<file path="src/common/srd_pkg.sv">
// Constants and types shared by the serial receive decoder
package srd_pkg;
  // ************************************************************
  // Register map (AHB-Lite, one word per register)
  // ************************************************************
  localparam logic [31:0] SRD_CTRL_ADDR      = 32'h0000_0000;
  localparam logic [31:0] SRD_STAT_ADDR      = 32'h0000_0004;
  localparam logic [31:0] SRD_ERRC_ADDR      = 32'h0000_0008;
  localparam int          SRD_CTRL_HOLD_BIT  = 0;
  localparam logic        SRD_CTRL_HOLD_RST  = 1'b0;
  localparam int          SRD_STAT_STATE_LSB = 0;
  localparam int          SRD_STAT_ALIGN_BIT = 2;
  localparam int          SRD_STAT_REAL_BIT  = 3;
  localparam int          SRD_STAT_SIG_BIT   = 4;
  localparam int          SRD_STAT_EN_BIT    = 5;

  // ************************************************************
  // Framing and code points
  // ************************************************************
  localparam logic [4:0]  SRD_LAST_BIT   = 5'h13;
  localparam logic [4:0]  SRD_HALF_BIT   = 5'h0A;
  localparam logic [6:0]  SRD_COMMA_NEG  = 7'h1F;
  localparam logic [6:0]  SRD_COMMA_POS  = 7'h60;
  localparam logic [5:0]  SRD_K28_NEG    = 6'h0F;
  localparam logic [5:0]  SRD_K28_POS    = 6'h30;
  localparam logic [7:0]  SRD_K28_5      = 8'hBC;
  localparam logic [7:0]  SRD_D5_6       = 8'hC5;
  localparam logic [7:0]  SRD_D16_2      = 8'h50;
  localparam logic [7:0]  SRD_K23_7      = 8'hF7;
  localparam logic [7:0]  SRD_K30_7      = 8'hFE;
  localparam logic [15:0] SRD_ERRP_WORD  = 16'hFEFE;

  // ************************************************************
  // Sync machine counts and latency
  // ************************************************************
  localparam logic [1:0]  SRD_IDLE_RUN   = 2'h3;
  localparam logic [2:0]  SRD_GOOD_RUN   = 3'h4;
  localparam logic [1:0]  SRD_BAD_RUN    = 2'h3;
  localparam int          SRD_LAT_WORDS  = 3;
  localparam int          SRD_LAT_MIN    = 76;
  localparam int          SRD_LAT_MAX    = 107;

  typedef enum logic [1:0] {
    ACQUIRE_STATE = 2'b00,
    SYNC_STATE    = 2'b01,
    CHECK_STATE   = 2'b10
  } srd_sync_t;

  typedef enum logic [2:0] {
    CLS_IDLE   = 3'b000,
    CLS_CAREXT = 3'b001,
    CLS_DATA   = 3'b010,
    CLS_ERRP   = 3'b011,
    CLS_BAD    = 3'b100
  } srd_cls_t;

  typedef struct packed {
    logic        valid;
    logic        err;
    logic [15:0] data;
  } srd_word_t;

  typedef struct packed {
    logic lclk;
    logic dp;
    logic dn;
    logic sig;
    logic en;
  } srd_pins_t;

  typedef struct packed {
    logic        hsel;
    logic [31:0] haddr;
    logic [1:0]  htrans;
    logic        hwrite;
    logic [2:0]  hsize;
    logic        hready;
    logic [31:0] hwdata;
  } srd_ahb_req_t;

  typedef struct packed {
    logic        hreadyout;
    logic        hresp;
    logic [31:0] hrdata;
  } srd_ahb_rsp_t;
endpackage

</file>
<file path="src/srd_rx_top.sv">
// Receive deserializer, 8b/10b decoder, link sync machine and AHB status
`timescale 1ns/1ps
`default_nettype none
// ************************************************************
// Overview of operation
// - Each received word leaves as 16 registered bits, valid at word clock rise.
// - Serial-to-parallel latency is fixed once linked, between 76 and 107 bit times.
// - Link bit rate must stay within 200 PPM of the local bit clock.
// - The 20-bit word splits into two 10-bit halves, each decoded separately.
// - First serial bit of a word lands in bit 0 of the output.
// - Seven-bit comma patterns realign the stream to character boundaries.
// - Realignment stops after an aligned comma once linked, resumes on sync loss.
// - Flags: idle 00, carrier extend 01, data 10, error propagation 11.
// - Error propagation gives FEFE with both flags; invalid code raises both flags.
// - Idle outputs K28.5 then D5.6 or D16.2 with both flags low.
// - Loss of signal drives valid, error and all data bits high.
// - Enable low tri-states serial outputs, data bus and error flag.
// - In power-down the valid pin follows the signal detector.
// - Reset puts the sync machine into acquisition, looking for idle.
// - Three consecutive idle or carrier extend words in acquisition enter sync.
// - Data or error propagation in acquisition enters sync at once.
// - Invalid code in sync is flagged and moves to check.
// - Four consecutive valid codes in check return to sync.
// - Three invalid codes in check drop back to acquisition.
// ************************************************************
module srd_rx_top #(
  parameter int LAT_WORDS = srd_pkg::SRD_LAT_WORDS
) (
  input  wire logic                  hclk,
  input  wire logic                  hresetn,
  input  wire srd_pkg::srd_ahb_req_t ahb_req,
  output var  srd_pkg::srd_ahb_rsp_t ahb_rsp,
  input  wire logic                  link_bit_clk,
  input  wire logic                  serial_in_pos,
  input  wire logic                  serial_in_neg,
  input  wire logic                  sig_present,
  input  wire logic                  enable,
  output logic [15:0]                rx_data,
  output logic                       rx_data_oe_n,
  output logic                       rx_error_flag,
  output logic                       rx_error_oe_n,
  output logic                       rx_valid_or_sigloss,
  output logic                       rx_word_clk,
  output logic                       serial_out_pos,
  output logic                       serial_out_neg,
  output logic                       serial_out_oe_n
);
  import srd_pkg::*;

  // ************************************************************
  // State
  // ************************************************************
  typedef struct packed {
    srd_pins_t                  s1;
    srd_pins_t                  s2;
    logic                       lclk_d;
    logic [19:0]                sh;
    logic [4:0]                 cnt;
    logic                       aligned;
    logic                       align_en;
    srd_sync_t                  state;
    logic [1:0]                 run_cnt;
    logic [2:0]                 good_cnt;
    logic [1:0]                 bad_cnt;
    srd_word_t [LAT_WORDS-1:0]  pipe;
    srd_word_t                  out;
    logic                       valid_pin;
    logic                       oe_n;
    logic                       word_clk;
    logic                       wr_pend;
    logic [31:0]                wr_addr;
    logic [31:0]                rdata;
    logic                       hold;
    logic [15:0]                errcnt;
  } srd_state_t;

  srd_state_t q;
  srd_state_t n;
  logic       bit_edge;
  logic       live;
  logic       push;
  logic       fsm_go;
  logic       comma;
  logic       wr_clr;
  logic       rd_ph;
  logic [19:0] sh_new;
  logic [9:0]  dlo;
  logic [9:0]  dhi;
  srd_cls_t   cls;
  srd_word_t  wd;

  // ************************************************************
  // Decoding functions
  // ************************************************************
  // 6b to 5b, abcdei with a as MSB; result {ok, EDCBA}
  function automatic logic [5:0] dec6(input logic [5:0] c);
    logic [5:0] r;
    r = 6'h00;
    case (c)
      6'h27, 6'h18: r = 6'h20;
      6'h1D, 6'h22: r = 6'h21;
      6'h2D, 6'h12: r = 6'h22;
      6'h31:        r = 6'h23;
      6'h35, 6'h0A: r = 6'h24;
      6'h29:        r = 6'h25;
      6'h19:        r = 6'h26;
      6'h38, 6'h07: r = 6'h27;
      6'h39, 6'h06: r = 6'h28;
      6'h25:        r = 6'h29;
      6'h15:        r = 6'h2A;
      6'h34:        r = 6'h2B;
      6'h0D:        r = 6'h2C;
      6'h2C:        r = 6'h2D;
      6'h1C:        r = 6'h2E;
      6'h17, 6'h28: r = 6'h2F;
      6'h1B, 6'h24: r = 6'h30;
      6'h23:        r = 6'h31;
      6'h13:        r = 6'h32;
      6'h32:        r = 6'h33;
      6'h0B:        r = 6'h34;
      6'h2A:        r = 6'h35;
      6'h1A:        r = 6'h36;
      6'h3A, 6'h05: r = 6'h37;
      6'h33, 6'h0C: r = 6'h38;
      6'h26:        r = 6'h39;
      6'h16:        r = 6'h3A;
      6'h36, 6'h09: r = 6'h3B;
      6'h0E, 6'h0F, 6'h30: r = 6'h3C;
      6'h2E, 6'h11: r = 6'h3D;
      6'h1E, 6'h21: r = 6'h3E;
      6'h2B, 6'h14: r = 6'h3F;
      default:      r = 6'h00;
    endcase
    return r;
  endfunction

  // 4b to 3b, fghj with f as MSB; result {ok, HGF}
  function automatic logic [3:0] dec4(input logic [3:0] c);
    logic [3:0] r;
    r = 4'h0;
    case (c)
      4'hB, 4'h4:             r = 4'h8;
      4'h9:                   r = 4'h9;
      4'h5:                   r = 4'hA;
      4'hC, 4'h3:             r = 4'hB;
      4'hD, 4'h2:             r = 4'hC;
      4'hA:                   r = 4'hD;
      4'h6:                   r = 4'hE;
      4'hE, 4'h1, 4'h7, 4'h8: r = 4'hF;
      default:                r = 4'h0;
    endcase
    return r;
  endfunction

  // One 10-bit character, first bit in ch[0]; result {ok, k, byte}
  function automatic logic [9:0] dec10(input logic [9:0] ch);
    logic [5:0] six;
    logic [3:0] four;
    logic [5:0] r6;
    logic [3:0] r4;
    logic       kx7;
    six  = {ch[0], ch[1], ch[2], ch[3], ch[4], ch[5]};
    four = {ch[6], ch[7], ch[8], ch[9]};
    r6   = dec6(six);
    // Positive-disparity K28 sends its 4b group inverted
    r4   = dec4((six == SRD_K28_POS) ? ~four : four);
    kx7  = (four == 4'h7 || four == 4'h8) &&
           (r6[4:0] inside {5'h17, 5'h1B, 5'h1D, 5'h1E});
    return {r6[5] & r4[3], (six == SRD_K28_NEG) || (six == SRD_K28_POS) || kx7,
            r4[2:0], r6[4:0]};
  endfunction

  // Comma sits in the first seven bits of a character
  function automatic logic is_comma(input logic [9:0] ch);
    logic [6:0] s;
    s = {ch[0], ch[1], ch[2], ch[3], ch[4], ch[5], ch[6]};
    return (s == SRD_COMMA_NEG) || (s == SRD_COMMA_POS);
  endfunction

  // Word class from both halves, low half received first
  function automatic srd_cls_t classify(input logic [19:0] w);
    logic [9:0] lo;
    logic [9:0] hi;
    lo = dec10(w[9:0]);
    hi = dec10(w[19:10]);
    if (!lo[9] || !hi[9])
      return CLS_BAD;
    if (lo[8] && lo[7:0] == SRD_K28_5 && !hi[8] &&
        (hi[7:0] == SRD_D5_6 || hi[7:0] == SRD_D16_2))
      return CLS_IDLE;
    if (lo[8] && hi[8] && lo[7:0] == SRD_K23_7 && hi[7:0] == SRD_K23_7)
      return CLS_CAREXT;
    if (lo[8] && hi[8] && lo[7:0] == SRD_K30_7 && hi[7:0] == SRD_K30_7)
      return CLS_ERRP;
    if (!lo[8] && !hi[8])
      return CLS_DATA;
    return CLS_BAD;
  endfunction

  // ************************************************************
  // Next-state logic
  // ************************************************************
  always_comb begin
    n        = q;
    bit_edge = q.s2.lclk && !q.lclk_d;
    live     = q.s2.en && q.s2.sig;
    sh_new   = {q.s2.dp && !q.s2.dn, q.sh[19:1]};
    comma    = is_comma(sh_new[19:10]);
    cls      = classify(sh_new);
    dlo      = dec10(sh_new[9:0]);
    dhi      = dec10(sh_new[19:10]);
    push     = 1'b0;
    wr_clr   = 1'b0;
    rd_ph    = 1'b0;
    wd       = '0;

    // Pins pass two flops; link clock edges found by sampling
    n.s1     = {link_bit_clk, serial_in_pos, serial_in_neg, sig_present, enable};
    n.s2     = q.s1;
    n.lclk_d = q.s2.lclk;

    // Bit taken on each link clock rise, no recovery loop of our own
    if (bit_edge) begin
      n.sh = sh_new;
      if (q.align_en && comma) begin
        n.cnt     = SRD_HALF_BIT;
        n.aligned = 1'b1;
      end else if (q.cnt == SRD_LAST_BIT) begin
        n.cnt = 5'h00;
        push  = 1'b1;
      end else begin
        n.cnt = q.cnt + 5'h01;
      end
      // Aligned comma once linked freezes the boundary
      if (comma && q.cnt == SRD_HALF_BIT - 5'h01 && q.state != ACQUIRE_STATE)
        n.align_en = 1'b0;
    end

    // Status word per class
    unique case (cls)
      CLS_IDLE:   wd = '{1'b0, 1'b0, sh_new[19:0] == '0 ? 16'h0000 : 16'h0000};
      CLS_CAREXT: wd = '{1'b0, 1'b1, 16'h0000};
      CLS_DATA:   wd = '{1'b1, 1'b0, 16'h0000};
      CLS_ERRP:   wd = '{1'b1, 1'b1, SRD_ERRP_WORD};
      CLS_BAD:    wd = '{1'b1, 1'b1, 16'h0000};
    endcase
    if (cls != CLS_ERRP)
      wd.data = {dhi[7:0], dlo[7:0]};
    if (q.state == ACQUIRE_STATE && !q.aligned) begin
      wd.valid = 1'b0;
      wd.err   = 1'b0;
    end

    // Fixed-depth word delay sets the latency
    fsm_go = push && q.aligned && live && !q.hold;
    if (push) begin
      n.pipe[0] = wd;
      for (int i = 1; i < LAT_WORDS; i++)
        n.pipe[i] = q.pipe[i-1];
      n.out = q.pipe[LAT_WORDS-1];
    end

    // Sync machine
    if (!live || q.hold) begin
      n.state    = ACQUIRE_STATE;
      n.aligned  = 1'b0;
      n.align_en = 1'b1;
      n.run_cnt  = 2'h0;
    end else if (fsm_go) begin
      unique case (q.state)
        ACQUIRE_STATE: begin
          if (cls == CLS_IDLE || cls == CLS_CAREXT) begin
            n.run_cnt = q.run_cnt + 2'h1;
            if (q.run_cnt == SRD_IDLE_RUN - 2'h1) begin
              n.state   = SYNC_STATE;
              n.run_cnt = 2'h0;
            end
          end else if (cls == CLS_DATA || cls == CLS_ERRP) begin
            n.state   = SYNC_STATE;
            n.run_cnt = 2'h0;
          end else begin
            n.run_cnt = 2'h0;
          end
        end
        SYNC_STATE: begin
          if (cls == CLS_BAD) begin
            n.state    = CHECK_STATE;
            n.good_cnt = 3'h0;
            n.bad_cnt  = 2'h0;
          end
        end
        CHECK_STATE: begin
          if (cls == CLS_BAD) begin
            n.good_cnt = 3'h0;
            n.bad_cnt  = q.bad_cnt + 2'h1;
            if (q.bad_cnt == SRD_BAD_RUN - 2'h1) begin
              n.state    = ACQUIRE_STATE;
              n.aligned  = 1'b0;
              n.align_en = 1'b1;
            end
          end else begin
            n.good_cnt = q.good_cnt + 3'h1;
            if (q.good_cnt == SRD_GOOD_RUN - 3'h1)
              n.state = SYNC_STATE;
          end
        end
        default: n.state = ACQUIRE_STATE;
      endcase
    end

    // Pin drive: signal loss wins over data, power-down over both
    if (!q.s2.sig)
      n.out = '1;
    n.oe_n      = !q.s2.en;
    n.valid_pin = q.s2.en ? n.out.valid : q.s2.sig;
    n.word_clk  = q.cnt >= SRD_HALF_BIT;

    // AHB-Lite slave, zero wait, read data from next-state values
    n.wr_pend = 1'b0;
    if (ahb_req.hsel && ahb_req.hready && ahb_req.htrans[1]) begin
      n.wr_pend = ahb_req.hwrite;
      n.wr_addr = ahb_req.haddr;
      rd_ph     = !ahb_req.hwrite;
    end
    if (q.wr_pend && q.wr_addr == SRD_CTRL_ADDR)
      n.hold = ahb_req.hwdata[SRD_CTRL_HOLD_BIT];
    wr_clr = q.wr_pend && q.wr_addr == SRD_ERRC_ADDR;
    // A clear in the same cycle as an invalid word leaves a count of one
    n.errcnt = wr_clr ? 16'h0000 : q.errcnt;
    if (fsm_go && cls == CLS_BAD)
      n.errcnt = n.errcnt + 16'h0001;
    if (rd_ph) begin
      n.rdata = 32'h0000_0000;
      if (ahb_req.haddr == SRD_CTRL_ADDR)
        n.rdata[SRD_CTRL_HOLD_BIT] = n.hold;
      if (ahb_req.haddr == SRD_STAT_ADDR) begin
        n.rdata[SRD_STAT_STATE_LSB +: 2] = n.state;
        n.rdata[SRD_STAT_ALIGN_BIT]      = n.aligned;
        n.rdata[SRD_STAT_REAL_BIT]       = n.align_en;
        n.rdata[SRD_STAT_SIG_BIT]        = n.s2.sig;
        n.rdata[SRD_STAT_EN_BIT]         = n.s2.en;
      end
      if (ahb_req.haddr == SRD_ERRC_ADDR)
        n.rdata[15:0] = n.errcnt;
    end
  end

  // ************************************************************
  // Registers
  // ************************************************************
  // Reset: acquisition, realign on, pins high-impedance
  always_ff @(posedge hclk or negedge hresetn) begin
    if (!hresetn) begin
      q          <= '0;
      q.align_en <= 1'b1;
      q.oe_n     <= 1'b1;
    end else begin
      q <= n;
    end
  end

  // Outputs; transmit path is absent, its pins drive low or tri-state
  assign rx_data             = q.out.data;
  assign rx_data_oe_n        = q.oe_n;
  assign rx_error_flag       = q.out.err;
  assign rx_error_oe_n       = q.oe_n;
  assign rx_valid_or_sigloss = q.valid_pin;
  assign rx_word_clk         = q.word_clk;
  assign serial_out_pos      = 1'b0;
  assign serial_out_neg      = 1'b0;
  assign serial_out_oe_n     = q.oe_n;
  assign ahb_rsp             = '{1'b1, 1'b0, q.rdata};
endmodule
`default_nettype wire

</file>
<file path="config.mk">
export PLATFORM = sky130hd
export DESIGN_NAME = srd_rx_top
export DESIGN_NICKNAME = d
export VERILOG_FILES = /design/src/common/srd_pkg.sv /design/src/srd_rx_top.sv
export SDC_FILE = /design/constraint.sdc
export NUM_CORES = 1
export LEC_CHECK = 0
export BUFFER_PORTS_ARGS = -buffer_cell sky130_fd_sc_hd__buf_4
export CAP_MARGIN = 10
export CORE_MARGIN = 4
export CORE_UTILIZATION = 35
export CTS_CLUSTER_SIZE = 20
export DETAILED_ROUTE_END_ITERATION = 7
export PLACE_DENSITY_LB_ADDON = 0.12
export SLEW_MARGIN = 40
export SYNTH_ARGS = -nofsm -noshare
export SYNTH_HDL_FRONTEND = slang
export SYNTH_SLANG_ARGS = --single-unit
</file>
<file path="constraint.sdc">
create_clock -name hclk -period 4.38 [get_ports hclk]
set_input_delay 0.876 -clock hclk [delete_from_list [all_inputs] [get_ports hclk]]
set_output_delay 0.876 -clock hclk [all_outputs]
set_load 0.01 [all_outputs]
</file>
==> impl_results.md, run 1 <==
* Hold WC Path Type: flip-flop to flip-flop
* Maximum VDD drop at 252 µV
* Finish-stage setup viols at 0
* Slew at the pin with the worst max-slew slack at 705 ps
* Mapped Cells at 1183
* Critical setup path kind: flip-flop to flip-flop
* CP Max Fanout at 6
* Initial Util at 0.358
* Power density over cell area at 402 mW/mm²
* Synth Cell Area at 0.0107 mm²
* Status: finished clean
* Yosys reg bits at 187
* Largest area contributor in the netlist: dfrtp_1
* Synth unique cells at 89
* Placed Area at 0.0116 mm²
* Slew Viols, Final at 0
* Rel. slew slack at 0.526
* Vias/cell at 5.14
* Avg Cell Area, Syn at 9.07 µm²
* Global-route wire length before repair at 42.9 mm
* CTS sink cnt at 187
* Clock Path Buffers at 2
* Placed Instances at 1596
* # rows at 63
* 1st-iter DRT viols at 622
* Unrepaired setup endpoints after global routing: false
* CTS clk-pin slew, worst paths at 80 ps
* Layout cells sized above 1 at 0.187
* Initial antenna violation count at 0
* CTS tree: done
* YS warnings at 0
* Main synth FF type: dfrtp_1
* Arrival time worst endpoint at 4360 ps
* Max_cap viols at 0
* CP Cell Sequence: inv_1 > ha_1 > nand2b_1 > nor2_4 > xnor2_1 > ha_1 > or3_1 > a311oi_1 > a31oi_1 > nor3_1 > nand3_2 > or3_1 > o2bb2a_2 > a311o_1 > o21bai_2 > o211ai_1
* CTS root buf: clkbuf_16
* Routed Antenna Nets at 0
* Vias in the first global route at 8005
* Core area at 0.0300 mm²
* Clock Skews at 20.8 ps
* Die W at 183 µm
* Sequential area share after synthesis at 0.437
* Drt first pass iters at 5
* Tcrit/Tclk final at 0.926
* GR Overflow Total at 0
* Reg area at 0.00468 mm²
* Most common cell in the netlist: nand2_1
* Leakage at 0.00545 µW
* Antenna diodes at 0
* Synth area leaders: dfrtp_1 43%, nand2_1 8.6%, buf_4 4.3%, mux2_2 4.1%, ha_1 3.7%
* Post-route minimum period at 4050 ps
* CP max stage cell: or3_1
* WL/cell at 15.8 µm
* # DRC at 0
* Die H at 183 µm
* Max stage delay on crit path at 390 ps
* Fin area at 0.0122 mm²
* Total GRT Usage at 0.153
* Sum of negative setup slack at 0 ps
* Endpoint type of the worst setup path: flip-flop
* Routed WL at 25.7 mm
* Top-Level Pins at 137
* F_max at 247 MHz
* Clk_lat worst skew at 440 ps
* Synth top area share at 0.432
* Post-synth EDFFs at 0
* Gpl congestion at 0.852
* Final Non-Filler Cells at 1628
* Multi-input logic area at 0.00530 mm²
* Synth cell count leaders: 247 x nand2_1, 185 x dfrtp_1, 64 x nor2_1
* FFs w/ async S/R, synth at 1.00
* Clock buffer count from CTS at 17
* DIE AREA at 0.0335 mm²
* Hold Vio Cnt, Final at 0
* H-tree levels at 4
* Routed vias at 8363
* CP required at 4680 ps
* Hpwl dp at 17.9 mm
* Layout overhead on the synthesized area at 13.6%
* # fillers at 3012
* Startpoint types: flip-flop
* Largest net degree at the start of global routing at 113
* Final nets at 1336
* I/O Buffers at 81
==> routing by layer <==
| layer | track usage | up-vias | routed length (µm) |
|---|---|---|---|
| met5 | 0 | - | 0 |
| met4 | 0.0328 | 0 | 236 |
| met3 | 0.0198 | 12 | 828 |
| met2 | 0.230 | 142 | 11400 |
| met1 | 0.236 | 4025 | 13200 |
| li1 | - | 4184 | - |
==> critical path: cells and delay by family (launching register included) <==
family                   cells  cell delay (ps)
AND/OR/NAND/NOR              6             1540
AO/OA/AOI/OAI                6             1300
adder cells (fa/ha/maj)      2              440
flip-flops                   1              380
buffers and inverters        1              150
XOR/XNOR                     1              120
==> cell usage in the layout (no fill, tap or decap), types with 5 or more instances in the layout <==
| cell | netlist | layout |
|---|---|---|
| clkbuf_16 | 0 | 18 |
| nand3b_1 | 5 | 5 |
| conb_1 | 2 | 20 |
| xor2_1 | 9 | 9 |
| nand2_1 | 247 | 247 |
| ha_1 | 32 | 32 |
| nand2b_1 | 18 | 18 |
| or2_2 | 8 | 8 |
| a32o_1 | 5 | 5 |
| nand4_1 | 10 | 10 |
| and3_1 | 11 | 10 |
| o211ai_1 | 10 | 10 |
| o31ai_1 | 9 | 9 |
| o221ai_1 | 5 | 5 |
| a311o_1 | 5 | 5 |
| a21oi_1 | 34 | 34 |
| a22o_1 | 8 | 8 |
| nor4_1 | 21 | 21 |
| nor2_1 | 64 | 64 |
| a32oi_1 | 5 | 5 |
| a22oi_1 | 5 | 5 |
| xnor2_1 | 8 | 8 |
| nor3_1 | 17 | 17 |
| o21ai_0 | 54 | 54 |
| nor2b_1 | 18 | 17 |
| mux2_2 | 39 | 39 |
| a31oi_1 | 9 | 9 |
| a21o_1 | 11 | 11 |
| nand3_1 | 44 | 42 |
| a211oi_1 | 10 | 10 |
| inv_1 | 37 | 37 |
| dfrtp_1 | 185 | 185 |
| nor4b_1 | 5 | 5 |
| mux2i_1 | 11 | 11 |
| or3_1 | 5 | 5 |
| a221o_1 | 6 | 6 |
| and2_1 | 9 | 9 |
| buf_4 | 61 | 117 |
==> flip-flops by register name (all words and copies together) (netlist names) <==
register             flops
q                      145
rx_valid_or_sigloss      1
n                        6
rx_error_flag            1
ahb_rsp                 16
rx_word_clk              1
rx_data                 16
rx_data_oe_n             1
==> worst paths after layout <==
kind / start / end / slack [ps] / depth (start not counted)
max in group asynchronous: hresetn / q[165]$_DFF_PN0_ / 3180 / 2
min in group asynchronous: hresetn / q[143]$_DFFE_PN0P_ / 390 / 1
max: q[189]$_DFFE_PN0P_ / ahb_rsp[1]$_DFFE_PN0P_ / 330 / 16
min: n[198]$_DFF_PN0_ / n[193]$_DFF_PN0_ / 340 / 0
max reg2reg: q[189]$_DFFE_PN0P_ / ahb_rsp[1]$_DFFE_PN0P_ / 330 / 16
min reg2reg: n[198]$_DFF_PN0_ / n[193]$_DFF_PN0_ / 340 / 0
==> layout make-up <==
class,instances,area share
multi-input combinational,858,0.435
clock buffer,18,0.0352
clock inverter,14,0.0151
tap,390,0.0400
inverter,40,0.0123
timing repair buffer,121,0.0783
sequential,187,0.384
==> stage by stage <==
stage | hold WS (ps) | util | power, µW | setup slack (ps)
after CTS | 344 | 0.406 | 4960 | 249
after global routing | 353 | 0.407 | 5220 | 16.6
after global placement | 334 | 0.385 | 3300 | 325
final | 341 | 0.407 | 4900 | 326
after detailed placement | 336 | 0.386 | 3310 | 274
after floorplan | 331 | - | 2980 | 544
==> logic make-up (layout without fill, tap and decap cells) <==
| kind of cell | after synthesis | count (layout) | synth area share |
|---|---|---|---|
| DFF | 187 | 187 | 0.437 |
| xor gates and xnor gates | 17 | 17 | 0.0139 |
| adders and majority gates | 35 | 35 | 0.0401 |
| other | 2 | 20 | 0.000700 |
| buffers and inverters | 156 | 193 | 0.0784 |
| muxes | 50 | 50 | 0.0512 |
| AOI/OAI and AO/OA | 231 | 231 | 0.154 |
| and+or+nand+nor | 505 | 505 | 0.226 |
==> timing repair <==
action,4_1_cts,5_1_grt
hold buffers,0,0
resized for setup,0,3
endpoints found under the hold margin,0,0
setup endpoints to repair,0,7
setup buffers,0,0
==> where the power goes <==
part           internal, µW  switching [µW]  leakage [µW]
combinational           477             673       0.00277
clock                   831             787      0.000299
sequential             1960             171       0.00238
No activity file was read; power rests on OpenSTA's default activity.
==> inputs of run 2 (changes only) <==
--- a/config.mk
+++ b/config.mk
@@ -11,7 +11,7 @@
 export CORE_UTILIZATION = 35
 export CTS_CLUSTER_SIZE = 20
 export DETAILED_ROUTE_END_ITERATION = 7
-export PLACE_DENSITY_LB_ADDON = 0.12
+export PLACE_DENSITY = 0.55
 export SLEW_MARGIN = 40
 export SYNTH_ARGS = -nofsm -noshare
 export SYNTH_HDL_FRONTEND = slang
==> impl_results.md, run 2 (synthesis results as in run 1) <==
* Finish-stage setup viols at 0 (unchanged)
* R2R setup slack at 280 ps (-50 ps)
* I/O Buffers at 81 (unchanged)
* Global-route wire length before repair at 41.5 mm (-3.2%)
* H-tree levels at 4 (unchanged)
* # fillers at 3010 (-0.066%)
* Most frequent cells in the layout: 247 x nand2_1, 185 x dfrtp_1, 111 x buf_4
* Most frequent CP cell: or3_1
* CTS root buf: clkbuf_16
* Slew at the pin with the worst max-slew slack at 816 ps (+111 ps)
* Layout overhead on the synthesized area at 12.8%
* CTS tree: done
* Crit path to: ahb_rsp[1]$_DFFE_PN0P_
* WL/cell at 15.1 µm (-4.0%)
* Status: finished clean
* 1st-iter DRT viols at 734 (+18%)
* Drt first pass iters at 7 (+2)
* Buf/Inv on CP at 1 (unchanged)
* CP Launch Point: q[188]$_DFFE_PN0P_
* Max FFs per register at 145 (unchanged)
* Clock Path Buffers at 2 (unchanged)
* F_max at 244 MHz (-1.2%)
* Largest reg by FF count: q
* DIE AREA at 0.0335 mm² (unchanged)
* Initial antenna violation count at 0 (unchanged)
* Reg2Reg Launch Point: q[188]$_DFFE_PN0P_
* CP required at 4690 ps (about the same)
* Critical setup path kind: flip-flop to flip-flop
* Tcrit/Tclk final at 0.937 (+0.0111)
* Power density over cell area at 398 mW/mm² (-1.0%)
* Worst r2r dst: ahb_rsp[1]$_DFFE_PN0P_
* # DRC at 0 (unchanged)
* Endpoint type of the worst setup path: flip-flop
* Initial Util at 0.358 (unchanged)
* Die W at 183 µm (unchanged)
* Clock buffer count from CTS at 17 (unchanged)
* Commonest non-fill, non-tap cell in the layout: nand2_1
* Maximum VDD drop at 251 µV (-0.62%)
* Leakage at 0.00541 µW (-0.70%)
* Slew Viols, Final at 0 (unchanged)
* Die H at 183 µm (unchanged)
* Routed WL at 24.5 mm (-4.4%)
* CP Max Fanout at 5 (-1)
* Largest net degree at the start of global routing at 114 (+0.88%)
* Unrepaired setup endpoints after global routing: false
* # rows at 63 (unchanged)
* Routed Antenna Nets at 0 (unchanged)
* Sum of negative setup slack at 0 ps (unchanged)
* Clock Skews at 13.1 ps (-7.67 ps)
* WHS at 351 ps (+10.2 ps)
* Hpwl dp at 16.9 mm (-5.7%)
* Post-route minimum period at 4100 ps (+48.5 ps)
* CTS clk-pin slew, worst paths at 70 ps (about the same)
* Top-Level Pins at 137 (unchanged)
* R2R cell count at 16 (unchanged)
* Arrival time worst endpoint at 4410 ps (+50 ps)
* CP max stage cell: or3_1
* Total GRT Usage at 0.147 (-0.00563)
* Gpl congestion at 0.856 (+0.47%)
* Crit. path cell count at 16 (unchanged)
* CP Cell Sequence: inv_1 > ha_2 > nand2b_1 > nor2_4 > xnor2_1 > ha_1 > or3_1 > a311oi_1 > a31oi_1 > nor3_1 > nand3_2 > or3_1 > o2bb2a_2 > a311o_1 > o21bai_1 > o211ai_1
* Rel. slew slack at 0.456 (-0.0699)
* CTS sink cnt at 187 (unchanged)
* Hold Vio Cnt, Final at 0 (unchanged)
* Core area at 0.0300 mm² (unchanged)
* GR Overflow Total at 0 (unchanged)
* Layout cells sized above 1 at 0.182 (-0.00463)
* Hold Buf Count CTS at 0 (unchanged)
* Max stage delay on crit path at 390 ps (about the same)
* Clk_lat worst skew at 440 ps (about the same)
* Startpoint types: flip-flop
* Hold WC Path Type: flip-flop to flip-flop
* Antenna diodes at 0 (unchanged)
* Vias/cell at 5.15 (+0.28%)
* Final nets at 1329 (-0.52%)
* Max_cap viols at 0 (unchanged)
* Vias in the first global route at 8034 (+0.36%)
* Routed vias at 8350 (-0.16%)
* Delay-heaviest family, CP: simple AND/OR/NAND/NOR gates
* Hold Startpoint: n[198]$_DFF_PN0_
[run 2: metal layers]
layer	vias up	share of wire	GRT usage
met3	24	0.041	0.0216
li1	4159	-	-
met4	0	0.012	0.0378
met1	3969	0.50	0.226
met5	-	0	0
met2	198	0.45	0.219
[run 2: metrics by stage]
stage                util  setup slack, ps  std cells  cell area (µm²)  total power [µW]
floorplan               -              544       1201            10800              2980
global placement    0.383              215       1586            11500              3280
detailed placement  0.383              162       1586            11500              3290
CTS                 0.403              135       1618            12100              4860
global route        0.404             6.89       1621            12100              5120
finish              0.404              277       1621            12100              4810
[run 2: worst min path at each step]
stage,slack (ps),depth (start not counted),end
4_1_cts,350,0,n[193]$_DFF_PN0_
3_5_place_dp,340,0,n[193]$_DFF_PN0_
3_3_place_gp,340,0,n[193]$_DFF_PN0_
6_report,350,0,n[193]$_DFF_PN0_
2_1_floorplan,330,0,n[193]$_DFF_PN0_
5_1_grt,370,0,q[197]$_DFF_PN0_
[run 2: final cells by class]
type / instances / area, µm² / share of cell area
well taps: 390 / 488 / 0.0403
repair buffers: 114 / 898 / 0.0742
clock inverters: 14 / 154 / 0.0127
inverters: 40 / 150 / 0.0124
multi-input cells: 858 / 5300 / 0.438
clock buffers: 18 / 429 / 0.0355
flip-flops and latches: 187 / 4680 / 0.387
[run 2: report_power, final]
part / leakage [µW] / total [µW] / switching [µW] / internal (µW)
clock network: 0.000284 / 1540 / 733 / 810
registers: 0.00238 / 2130 / 170 / 1960
logic: 0.00275 / 1140 / 662 / 480
total: 0.00541 / 4810 / 1570 / 3250
[run 2: what timing repair did]
action                     CTS  global route
setup endpoints to repair    0            13
resized for setup            0             3
setup buffers                0             3
